**config.mk**
```make
export PLATFORM = sky130hd
export DESIGN_NAME = uraf_receiver
export DESIGN_NICKNAME = d
export VERILOG_FILES = /design/src/include/uraf_pkg.sv /design/src/rtl/uraf_receiver.sv
export VERILOG_INCLUDE_DIRS = /design/src /design/src/include
export SDC_FILE = /design/constraint.sdc
export NUM_CORES = 1
export LEC_CHECK = 0
export ABC_AREA = 1
export BUFFER_PORTS_ARGS = -buffer_cell sky130_fd_sc_hd__buf_2
export CORE_UTILIZATION = 50
export CTS_BUF_LIST = sky130_fd_sc_hd__clkbuf_8
export DETAILED_ROUTE_END_ITERATION = 6
export GPL_TIMING_DRIVEN = 0
export PLACE_DENSITY_LB_ADDON = 0.1
export SLEW_MARGIN = 20
export SYNTH_ARGS = -nofsm -noshare
export SYNTH_HDL_FRONTEND = slang
export SYNTH_SLANG_ARGS = --single-unit
```
**constraint.sdc**
```tcl
create_clock -name i_clk_sys -period 3.2 [get_ports i_clk_sys]
set_input_delay 0.64 -clock i_clk_sys [delete_from_list [all_inputs] [get_ports i_clk_sys]]
set_output_delay 0.64 -clock i_clk_sys [all_outputs]
set_load 0.005 [all_outputs]
```
**src/include/uraf_params.svh**
```systemverilog
// register offsets, field positions, reset values and timing counts of the receiver
`ifndef URAF_PARAMS_SVH
`define URAF_PARAMS_SVH

`define URAF_ADDR_RXBUF 3'h0
`define URAF_ADDR_DIV_LO 3'h1
`define URAF_ADDR_DIV_HI 3'h2
`define URAF_ADDR_LINE_CTRL 3'h3
`define URAF_ADDR_MODEM_CTRL 3'h4
`define URAF_ADDR_LINE_STAT 3'h5
`define URAF_ADDR_FIFO_CTRL 3'h6
`define URAF_ADDR_MODEM_STAT 3'h7

`define URAF_LC_PAR_EN 3
`define URAF_LC_PAR_EVEN 4
`define URAF_MC_RTS 1
`define URAF_MC_AUTOFLOW 5
`define URAF_FC_ENABLE 0
`define URAF_FC_RX_CLEAR 1

`define URAF_DIV_RESET 16'h0001
`define URAF_FIFO_DEPTH 5'h10
`define URAF_TICK_MID 4'h7
`define URAF_TICK_LAST 4'hF
`define URAF_TRIG_1 5'h01
`define URAF_TRIG_4 5'h04
`define URAF_TRIG_8 5'h08
`define URAF_TRIG_14_HOLD 5'h0F

`endif

```
**src/include/uraf_pkg.sv**
```systemverilog
// types of the receiver with automatic flow control
package uraf_pkg;

  typedef enum logic [2:0]
  {
    URAF_IDLE = 3'h0,
    URAF_START = 3'h1,
    URAF_DATA = 3'h3,
    URAF_PARITY = 3'h2,
    URAF_STOP = 3'h6
  } uraf_rx_state_e;

  typedef struct packed
  {
    logic brk;
    logic fe;
    logic pe;
    logic [7:0] data;
  } uraf_entry_s;

  typedef struct packed
  {
    logic [15:0][10:0] mem;
    logic [3:0] wp;
    logic [3:0] rp;
    logic [4:0] cnt;
    logic [15:0] div;
    logic [15:0] bcnt;
    logic [7:0] line_control_reg;
    logic [7:0] modem_control_reg;
    logic [7:0] fifo_ctrl;
    logic [2:0] rx_sync;
    logic rx_lvl;
    logic [2:0] cts_sync;
    logic cts_lvl;
    logic delta_cts;
    logic overrun_error_flag;
    uraf_rx_state_e st;
    logic [3:0] scnt;
    logic [2:0] bitcnt;
    logic [7:0] receive_shift_reg;
    logic par_bit;
    logic rts_n;
    logic [7:0] rdata;
  } uraf_state_s;

endpackage : uraf_pkg

```
**src/rtl/uraf_receiver.sv**
```systemverilog
// serial receive path, receive fifo, line status and automatic rts/cts flow control
//
// Our own choices: the address-and-strobe port and the register offsets.
`timescale 1ns/1ps
`include "uraf_params.svh"

// What this block does
// RQ1: divisor 1 at 16 MHz gives 1 Mbaud
// RQ2: 8 MHz: divisor 52 9600, 1 500000
// RQ3: idle watches for falling edge, then samples
// RQ4: start valid only if low mid-bit
// RQ5: two low line-control bits choose length
// RQ6: line-control bits 3,4 set parity
// RQ7: full character sets data-ready flag
// RQ8: reading the last buffered character clears data ready
// RQ9: unread character overwritten sets overrun
// RQ10: parity mismatch sets parity error
// RQ11: missing stop bit sets framing error
// RQ12: fifo stores character with error bits
// RQ13: start detected within one sample tick
// RQ14: auto-cts: start byte only while cts
// RQ15: remote drops cts before last stop
// RQ16: no auto-cts: send regardless of cts
// RQ17: auto-rts drops at trigger 1,4,8
// RQ18: one more byte still accepted
// RQ19: rts returns when fifo emptied
// RQ20: trigger 14: drop at sixteenth character
// RQ21: trigger 14: return when space free
// RQ22: autoflow hides cts change interrupts
// RQ23: autoflow full when flow and rts set
// RQ24: cts-only: flow set, rts bit clear
// RQ25: baud tick is clock over divisor
// RQ26: divisor write reloads baud counter
// RQ27: shown errors belong to fifo head
module uraf_receiver
(
  input wire logic i_clk_sys,
  input wire logic i_rst_n,
  input wire logic [2:0] i_addr,
  input wire logic [7:0] i_wdata,
  input wire logic i_wr,
  input wire logic i_rd,
  output logic [7:0] o_rdata,
  input wire logic i_serial_in_line,
  input wire logic i_cts_n,
  output logic o_rts_n,
  input wire logic i_tx_pending,
  input wire logic i_tx_ready,
  output logic o_tx_start,
  output logic o_modem_int,
  output logic o_rx_data_ready_flag
);

  // ----------------------------------------------------------------
  // helpers
  // ----------------------------------------------------------------
  function automatic logic [4:0] trig_level(input logic [1:0] sel);
    case (sel)
      2'h0: trig_level = `URAF_TRIG_1;
      2'h1: trig_level = `URAF_TRIG_4;
      2'h2: trig_level = `URAF_TRIG_8;
      default: trig_level = `URAF_TRIG_14_HOLD;
    endcase
  endfunction : trig_level

  function automatic logic settled_low(input logic [2:0] s);
    settled_low = (s[1] == s[2]) && !s[2];
  endfunction : settled_low

  uraf_pkg::uraf_state_s r;
  uraf_pkg::uraf_state_s next_r;
  uraf_pkg::uraf_entry_s head;
  uraf_pkg::uraf_entry_s new_entry;
  logic tick;
  logic wr_div;
  logic fall;
  logic push;
  logic pop;
  logic full;
  logic fifo_on;
  logic autoflow_enable_bit;
  logic full_auto;
  logic cts_active;
  logic rx_now;
  logic [2:0] last_bit;
  logic cts_edge;

  assign head = uraf_pkg::uraf_entry_s'(r.mem[r.rp]);
  assign fifo_on = r.fifo_ctrl[`URAF_FC_ENABLE];
  assign autoflow_enable_bit = r.modem_control_reg[`URAF_MC_AUTOFLOW];
  assign full_auto = autoflow_enable_bit && r.modem_control_reg[`URAF_MC_RTS]; // RQ23
  assign cts_active = !r.cts_lvl;
  assign rx_now = r.rx_lvl;
  assign last_bit = {1'b1, r.line_control_reg[1:0]}; // RQ5
  assign wr_div = i_wr && (i_addr == `URAF_ADDR_DIV_LO || i_addr == `URAF_ADDR_DIV_HI);
  assign tick = (r.bcnt <= 16'h0001) && !wr_div; // RQ25 RQ1 RQ2
  assign fall = r.rx_lvl && settled_low(r.rx_sync); // RQ13
  assign cts_edge = (r.cts_sync[1] == r.cts_sync[2]) && (r.cts_sync[2] != r.cts_lvl)
    && !autoflow_enable_bit; // RQ22
  assign pop = i_rd && (i_addr == `URAF_ADDR_RXBUF) && (r.cnt != 5'h00);
  assign full = fifo_on ? (r.cnt == `URAF_FIFO_DEPTH) : (r.cnt == 5'h01);
  assign push = tick && (r.st == uraf_pkg::URAF_STOP) && (r.scnt == `URAF_TICK_LAST);

  // ----------------------------------------------------------------
  // transmitter gate
  // ----------------------------------------------------------------
  assign o_tx_start = i_tx_pending && i_tx_ready && (!autoflow_enable_bit || cts_active); // RQ14 RQ16 RQ24
  assign o_rts_n = r.rts_n;
  assign o_rdata = r.rdata;
  assign o_modem_int = r.delta_cts;
  assign o_rx_data_ready_flag = (r.cnt != 5'h00);

  // ----------------------------------------------------------------
  // next state
  // ----------------------------------------------------------------
  always_comb
  begin
    next_r = r;
    new_entry = '0;
    new_entry.data = r.receive_shift_reg;
    new_entry.pe = r.line_control_reg[`URAF_LC_PAR_EN]
      && ((^r.receive_shift_reg ^ r.par_bit) != !r.line_control_reg[`URAF_LC_PAR_EVEN]); // RQ10 RQ6
    new_entry.fe = !rx_now; // RQ11
    new_entry.brk = !rx_now && (r.receive_shift_reg == 8'h00) && !r.par_bit;
    // baud counter
    if (wr_div)
    begin
      next_r.bcnt = (i_addr == `URAF_ADDR_DIV_LO) ? {r.div[15:8], i_wdata}
        : {i_wdata, r.div[7:0]}; // RQ26
    end
    else if (tick)
    begin
      next_r.bcnt = r.div;
    end
    else
    begin
      next_r.bcnt = r.bcnt - 16'h0001;
    end
    // input synchronisers
    next_r.rx_sync = {r.rx_sync[1:0], i_serial_in_line};
    if (r.rx_sync[1] == r.rx_sync[2])
    begin
      next_r.rx_lvl = r.rx_sync[2];
    end
    next_r.cts_sync = {r.cts_sync[1:0], i_cts_n};
    if (r.cts_sync[1] == r.cts_sync[2])
    begin
      next_r.cts_lvl = r.cts_sync[2];
      if (r.cts_sync[2] != r.cts_lvl && !autoflow_enable_bit)
      begin
        next_r.delta_cts = 1'b1; // RQ22
      end
    end
    // register writes
    if (i_wr)
    begin
      unique case (i_addr)
        `URAF_ADDR_DIV_LO: next_r.div[7:0] = i_wdata;
        `URAF_ADDR_DIV_HI: next_r.div[15:8] = i_wdata;
        `URAF_ADDR_LINE_CTRL: next_r.line_control_reg = i_wdata;
        `URAF_ADDR_MODEM_CTRL: next_r.modem_control_reg = i_wdata;
        `URAF_ADDR_FIFO_CTRL: next_r.fifo_ctrl = i_wdata;
        default: next_r.div = r.div;
      endcase
    end
    // register reads, clears lose to a same-cycle set below
    next_r.rdata = 8'h00;
    if (i_rd)
    begin
      unique case (i_addr)
        `URAF_ADDR_RXBUF: next_r.rdata = head.data;
        `URAF_ADDR_DIV_LO: next_r.rdata = r.div[7:0];
        `URAF_ADDR_DIV_HI: next_r.rdata = r.div[15:8];
        `URAF_ADDR_LINE_CTRL: next_r.rdata = r.line_control_reg;
        `URAF_ADDR_MODEM_CTRL: next_r.rdata = r.modem_control_reg;
        `URAF_ADDR_LINE_STAT:
        begin
          next_r.rdata = {3'h0, head.brk && (r.cnt != 5'h00), head.fe && (r.cnt != 5'h00),
            head.pe && (r.cnt != 5'h00), r.overrun_error_flag, r.cnt != 5'h00}; // RQ27 RQ7
          next_r.overrun_error_flag = 1'b0;
        end
        `URAF_ADDR_FIFO_CTRL: next_r.rdata = r.fifo_ctrl;
        default:
        begin
          next_r.rdata = {3'h0, cts_active, 3'h0, r.delta_cts};
          next_r.delta_cts = cts_edge;
        end
      endcase
    end
    // receive sequencer
    if (tick)
    begin
      next_r.scnt = r.scnt + 4'h1;
    end
    unique case (r.st)
      uraf_pkg::URAF_IDLE:
      begin
        if (fall)
        begin
          next_r.st = uraf_pkg::URAF_START; // RQ3 RQ13
          next_r.scnt = 4'h0;
          next_r.bitcnt = 3'h0;
          next_r.receive_shift_reg = 8'h00;
          next_r.par_bit = 1'b0;
        end
      end
      uraf_pkg::URAF_START:
      begin
        if (tick && r.scnt == `URAF_TICK_MID)
        begin
          next_r.scnt = 4'h0;
          next_r.st = rx_now ? uraf_pkg::URAF_IDLE : uraf_pkg::URAF_DATA; // RQ4
        end
      end
      uraf_pkg::URAF_DATA:
      begin
        if (tick && r.scnt == `URAF_TICK_LAST)
        begin
          next_r.receive_shift_reg[r.bitcnt] = rx_now;
          next_r.bitcnt = r.bitcnt + 3'h1;
          if (r.bitcnt == last_bit)
          begin
            next_r.st = r.line_control_reg[`URAF_LC_PAR_EN] ? uraf_pkg::URAF_PARITY
              : uraf_pkg::URAF_STOP; // RQ5 RQ6
          end
        end
      end
      uraf_pkg::URAF_PARITY:
      begin
        if (tick && r.scnt == `URAF_TICK_LAST)
        begin
          next_r.par_bit = rx_now;
          next_r.st = uraf_pkg::URAF_STOP;
        end
      end
      uraf_pkg::URAF_STOP:
      begin
        if (push)
        begin
          next_r.st = uraf_pkg::URAF_IDLE;
        end
      end
      default: next_r.st = uraf_pkg::URAF_IDLE;
    endcase
    // receive fifo
    if (pop)
    begin
      next_r.rp = r.rp + 4'h1; // RQ8
      next_r.cnt = r.cnt - 5'h01;
    end
    if (push)
    begin
      if (!full || pop)
      begin
        next_r.mem[r.wp] = new_entry; // RQ12
        next_r.wp = r.wp + 4'h1;
        next_r.cnt = next_r.cnt + 5'h01; // RQ7 RQ18
      end
      else
      begin
        next_r.overrun_error_flag = 1'b1; // RQ9
        if (!fifo_on)
        begin
          next_r.mem[r.rp] = new_entry;
        end
      end
    end
    if (i_wr && i_addr == `URAF_ADDR_FIFO_CTRL && i_wdata[`URAF_FC_RX_CLEAR])
    begin
      next_r.cnt = 5'h00;
      next_r.wp = 4'h0;
      next_r.rp = 4'h0;
    end
    // request to send
    if (!full_auto)
    begin
      next_r.rts_n = !r.modem_control_reg[`URAF_MC_RTS];
    end
    else if (r.fifo_ctrl[7:6] == 2'h3)
    begin
      next_r.rts_n = (r.cnt == `URAF_FIFO_DEPTH)
        || (r.cnt == `URAF_TRIG_14_HOLD && r.st == uraf_pkg::URAF_DATA); // RQ20 RQ21
    end
    else if (r.cnt >= trig_level(r.fifo_ctrl[7:6]))
    begin
      next_r.rts_n = 1'b1; // RQ17
    end
    else if (r.cnt == 5'h00)
    begin
      next_r.rts_n = 1'b0; // RQ19
    end
  end

  // ----------------------------------------------------------------
  // state register
  // ----------------------------------------------------------------
  always_ff @(posedge i_clk_sys or negedge i_rst_n)
  begin
    if (!i_rst_n)
    begin
      r <= '{mem: '0, wp: 4'h0, rp: 4'h0, cnt: 5'h00, div: `URAF_DIV_RESET,
        bcnt: `URAF_DIV_RESET, line_control_reg: 8'h00, modem_control_reg: 8'h00,
        fifo_ctrl: 8'h00, rx_sync: 3'h7, rx_lvl: 1'b1, cts_sync: 3'h7, cts_lvl: 1'b1,
        delta_cts: 1'b0, overrun_error_flag: 1'b0, st: uraf_pkg::URAF_IDLE, scnt: 4'h0,
        bitcnt: 3'h0, receive_shift_reg: 8'h00, par_bit: 1'b0, rts_n: 1'b1, rdata: 8'h00};
    end
    else
    begin
      r <= next_r;
    end
  end
endmodule : uraf_receiver

```
# == Word-level counts from Yosys, hierarchy flattened ==
# Cells that the tools add are included.
# totals
n_memories,0
ff_bits,283
word_cells,203
latchBits,0
rom_bits,0
mem_bits_rw,0
# classes
bitwise,1
n_mul,0
reduce_logical,64
eq_ne,31
n_mux,54
add_sub_neg,7
n_shift,0
n_div,0
magnitude_cmp,8
# ops
operator,count
176-bit bitwise mux,2
176-bit two-way mux,2
11-bit demux with 4-bit select,2
8-bit one-hot mux with 7 select lines,1
16-bit two-way mux,3
11-bit binary-select mux with 4-bit select,1
11-bit two-way mux,4
1-bit logical AND,28
11-bit one-hot mux with 2 select lines,1
5-bit two-way mux,4
19-bit two-way mux,1
16-bit by 1-bit less-or-equal comparator with 1-bit output (second input constant),1
16-bit by 1-bit subtractor with 16-bit output (second input constant),1
3-bit two-way mux,5
3-bit one-hot mux with 5 select lines,1
2-bit AND reduction,7
1-bit two-way mux,13
13-bit two-way mux,1
4-bit by 1-bit adder with 4-bit output (second input constant),3
3-bit by 2-bit == test with 1-bit output (second input constant),4
3-bit == test (second input constant),4
4-bit two-way mux,3
2-bit inequality test (second input constant),6
4-bit one-hot mux with 3 select lines,1
other kinds (42),66

# == Logic depth before layout (Yosys ltp) ==
# depth
depth_word,9
mapped_depth,14
ltp_nobuf,14

# == Worst setup path after synthesis ==
# OpenSTA, ideal clock, no wires.
# synth_timing
path_type,flip-flop to flip-flop
startpoint,reg r (netlist bit new_entry[2])
endpoint,reg r[126] (netlist bit)
setup_time_ns,0.083
slack_ns,0.721
arrival_time_ns,2.396
period_less_slack_ns,2.479
path_stages_with_launch,12
cell_sequence,dfrtp_1 -> clkbuf_1 -> clkbuf_1 -> inv_1 -> ha_1 -> xnor2_1 -> xor2_1 -> o21ai_0 -> a21oi_1 -> clkbuf_1 -> nand2_1 -> o21ai_0
# synth_via
elab_chain_len,7
word_cells_on_any_way,8
cone_classes,1 x eq/ne; 4 x mux; 1 x bitwise; 2 x reduce/logical
# synth_lines
item,line,rtl
from (decl),uraf_receiver.sv:70,uraf_pkg::uraf_state_s r;
from (signal assigned),uraf_receiver.sv:301,"r <= '{mem: '0, wp: 4'h0, rp: 4'h0, cnt: 5'h00, div: `URAF_DIV_RESET,"
from (signal assigned),uraf_receiver.sv:309,r <= next_r;
8-bit XOR reduction *,uraf_receiver.sv:122,&& ((^r.receive_shift_reg ^ r.par_bit) != !r.line_control_reg[`URAF_LC_PAR_EVEN]);
1-bit XOR *,uraf_receiver.sv:122,
1-bit inequality test *,uraf_receiver.sv:122,
1-bit logical AND *,uraf_receiver.sv:121,new_entry.pe = r.line_control_reg[`URAF_LC_PAR_EN]
176-bit bitwise mux,uraf_receiver.sv:264,next_r.mem[r.rp] = new_entry;
176-bit two-way mux,uraf_receiver.sv:262,if (!fifo_on)
176-bit two-way mux *,uraf_receiver.sv:253,if (!full || pop)
# Every way passes the cells marked *; elsewhere a longest branch is shown, timed or not. The select of a mux whose other input is x is not followed.
# A chain may end at the register's enable or synchronous reset.

==> impl_results.md <==
* Die span in y at 176 um
* Reg2reg end: o_rdata[4]
* Clock buffers created by TritonCTS at 48
* Power density over the cells at 684 nW/um^2
* Final setup margin at 0.126 ns
* Total power at 11,500 uW
* Clock sink count at 283
* DRC violations left at 0
* Cell count after synthesis at 1,971
* Skew final at 0.0221 ns
* Category of the critical setup timing path: register to register
* Via count of the first global-routing pass at 13.3k
* Syn_area_per_cell at 7.67 um^2
* Run status: finished, final reports clean
* Yosys warning total at 0
* GR met1 Demand/Resource at 0.431
* Most Used Layer, Global Route: met2
* Floorplan die width at 176 um
* Number of distinct library cells after synthesis at 51
* Worst ir drop on vdd at 0.447 mV
* Met2 track demand over resource in global routing at 0.548
* DR WL/cell at 20.5 um
* Share of post-route cells with drive strength above 1 at 0.108
* Fill count at 2,815
* Drt pass-1 iters at 6
* Maximum number of pins on one net before global-route repair at 93
* Setup slack after placement at -1.00 ns
* Register-to-Register Path Depth at 12
* Area of combinational cells with multiple inputs at 6680 um^2
* Max Slew Vio Count at 0
* GR Util met3 at 0.0567
* Data arrival time of the critical path at 3.54 ns
* Total half-perimeter wirelength after legalization and detailed placement at 35.4 mm
* Critical path destination: o_rdata[4]
* Max_slew headroom at 0.386
* Highest fanout seen on the critical path at 12
* Final count of hold timing violations at 0
* Relative area change from synthesis to final layout at 11.5%
* Synthesis-stage register bit count at 283
* Initial DRC Count at 1,392
* Final nets at 2,096
* Core utilization of the finished layout at 0.567
* GR Util All Layers at 0.334
* Min-delay worst type: input port to register
* Worst Tran Pin Value at 0.921 ns
* Critical path startpoint: r[99]
* Routability Congestion at 0.976
* Die footprint at 30,900 um^2
* Area of the mapped netlist at 15,100 um^2
* Deepest level of the CTS H-tree at 2
* Insertion delay to the later sink of the worst-skew pair at 0.59 ns
* Seq. cell area at 7100 um^2
* Share of synthesized registers carrying an async set or reset at 1.00
* Deepest clock path buffer count at 3
* Clock tree from TritonCTS: yes
* Static Leak at 0.00855 uW
* Startpoint of the worst-slack reg-to-reg timing path: r[99]
* Std-Cell Rows at 63
* IO Port Bufs at 29
* Post-layout minimum cycle time at 3.07 ns
* Maximum operating frequency at 325 MHz
* Leading register cell type out of synthesis: dfrtp_1
* Crit path capture type: register
* Antenna viol nets, final at 0
* Total number of vias at 13.9k
* Clk slew on worst S/H paths at 0.06 ns
* Max-Cap Viols at 0
* Number of I/O pins at 31
* Initial cell density of the core at 0.508
* Count of flip-flops with a built-in enable after synthesis at 0
* Grt total ovfl at 0
* Total Wirelength at 50.5 mm
* Kind of start point of the critical path: register
* Required time at the worst-slack endpoint at 3.67 ns
* Number of endpoints failing setup at the final stage at 0
* Area of the core at 29,700 um^2
* Clock tree root driver cell: clkbuf_8
* Final cycle utilization of the critical path at 0.960
* Part of the Yosys area used for sequential elements at 0.470
* First-pass GRT wire length at 77.4 mm
* Antenna violations before repair at 0
* Number of diodes at 0
* Setup repair after global routing missed its margin: no
* Net count of the mapped netlist at 2,019
* Setup slack of the most critical reg-to-reg path at 0.13 ns
* Routed via count divided by cell count at 5.61
[area by class of cell]
type,count,area share
sequential,283,0.422
multi-input combinational,1371,0.396
clock inverter,21,0.00676
timing repair buffer,36,0.0160
buffer,111,0.0357
inverter,197,0.0440
tap,390,0.0290
clock buffer,62,0.0506
[Yosys cell counts (12+ instances only)]
cell / n / area [um^2]
buf_2: 17 / 85.1
a21oi_1: 102 / 510
o21ai_1: 17 / 85.1
nor2_1: 86 / 323
dfrtp_1: 272 / 6810
nand3_1: 50 / 250
inv_1: 192 / 721
ha_1: 29 / 363
nor2_4: 12 / 135
o21ai_0: 362 / 1810
nand2_1: 587 / 2200
buf_4: 16 / 120
o211ai_1: 16 / 120
nand4_1: 15 / 93.8
clkbuf_1: 70 / 263
[per-stage QoR]
stage                     TNS (ns)  cell area [um^2]  std cells  hold slack, ns
after floorplan                  0             15100       1971           0.344
after global placement    -1103.52             15700       2390           0.345
after detailed placement    -18.65             15900       2394           0.348
after CTS                        0             16800       2469           0.114
after global routing             0             16900       2471           0.129
final                            0             16900       2471           0.148
[routing by layer]
| metal | wire length, um | share of wire |
|---|---|---|
| met1 | 20900 | 0.41 |
| met2 | 23500 | 0.46 |
| met3 | 3810 | 0.075 |
| met4 | 2410 | 0.048 |
| met5 | 0 | 0 |
[critical path, stage by stage, from the launching register on]
cell and delay (ns):
dfrtp_1 0.40, clkbuf_1 0.20, inv_1 0.43, clkbuf_1 0.64, a21oi_1 0.12, o21ai_0 0.17
nand2_1 0.12, nand2_1 0.08, nand2_1 0.06, o21ai_0 0.34, nand3_1 0.21, nand2_1 0.11
inv_1 0.05
[cell families after synthesis]
family	Yosys count	share of synthesized area
xor gates and xnor gates	16	0.00927
DFF	283	0.470
and+or+nand+nor	784	0.215
adders and majority gates	30	0.0247
AOI/OAI and AO/OA	541	0.191
buffers and inverters	317	0.0902
[sequential cells by signal, indices dropped and copies added (netlist names)]
register	count
last_bit	2
o_rdata	8
rx_now	1
o_rts_n	1
o_modem_int	1
autoflow_enable_bit	1
new_entry	8
next_r	4
r	256
fifo_on	1
[cells in the final DEF (no fill, tap or decap), drive strengths merged, types with 5 or more instances in the layout]
cell and instances:
buf 82, nand3 53, xnor2 8, dfstp 11, clkinv 6, xor2 8, a31oi 6, dfrtp 272
clkbuf 126, nand2 592, a21oi 102, o211ai 16, o22ai 6, inv 211, nor2 107, nand4 16
a211oi 5, nor3 11, ha 29, o21ai 392
[worst min path at each step]
stage                     cells after the start        startpoint                  end  slack (ns)
after floorplan                               0           i_rst_n  autoflow_enable_bit        0.34
after global placement                        0        next_r[36]           next_r[37]        0.35
after detailed placement                      0        next_r[32]           next_r[33]        0.35
after CTS                                     1  i_serial_in_line           next_r[36]        0.11
after global routing                          1  i_serial_in_line           next_r[36]        0.13
final                                         1  i_serial_in_line           next_r[36]        0.15
[power by group]
| part | internal, uW | total [uW] | switching [uW] |
|---|---|---|---|
| logic | 1100 | 4040 | 2940 |
| registers | 3870 | 4140 | 273 |
| clock network | 1800 | 3340 | 1540 |
[repair_timing]
action | CTS | global route
hold buffers | 1 | 0
setup buffers | 0 | 2
endpoints found under the setup margin | 63 | 45
gates resized for setup | 13 | 15
endpoints found under the hold margin | 40 | 0
pin swaps | 0 | 0
No activity file was read; power rests on OpenSTA's default activity.
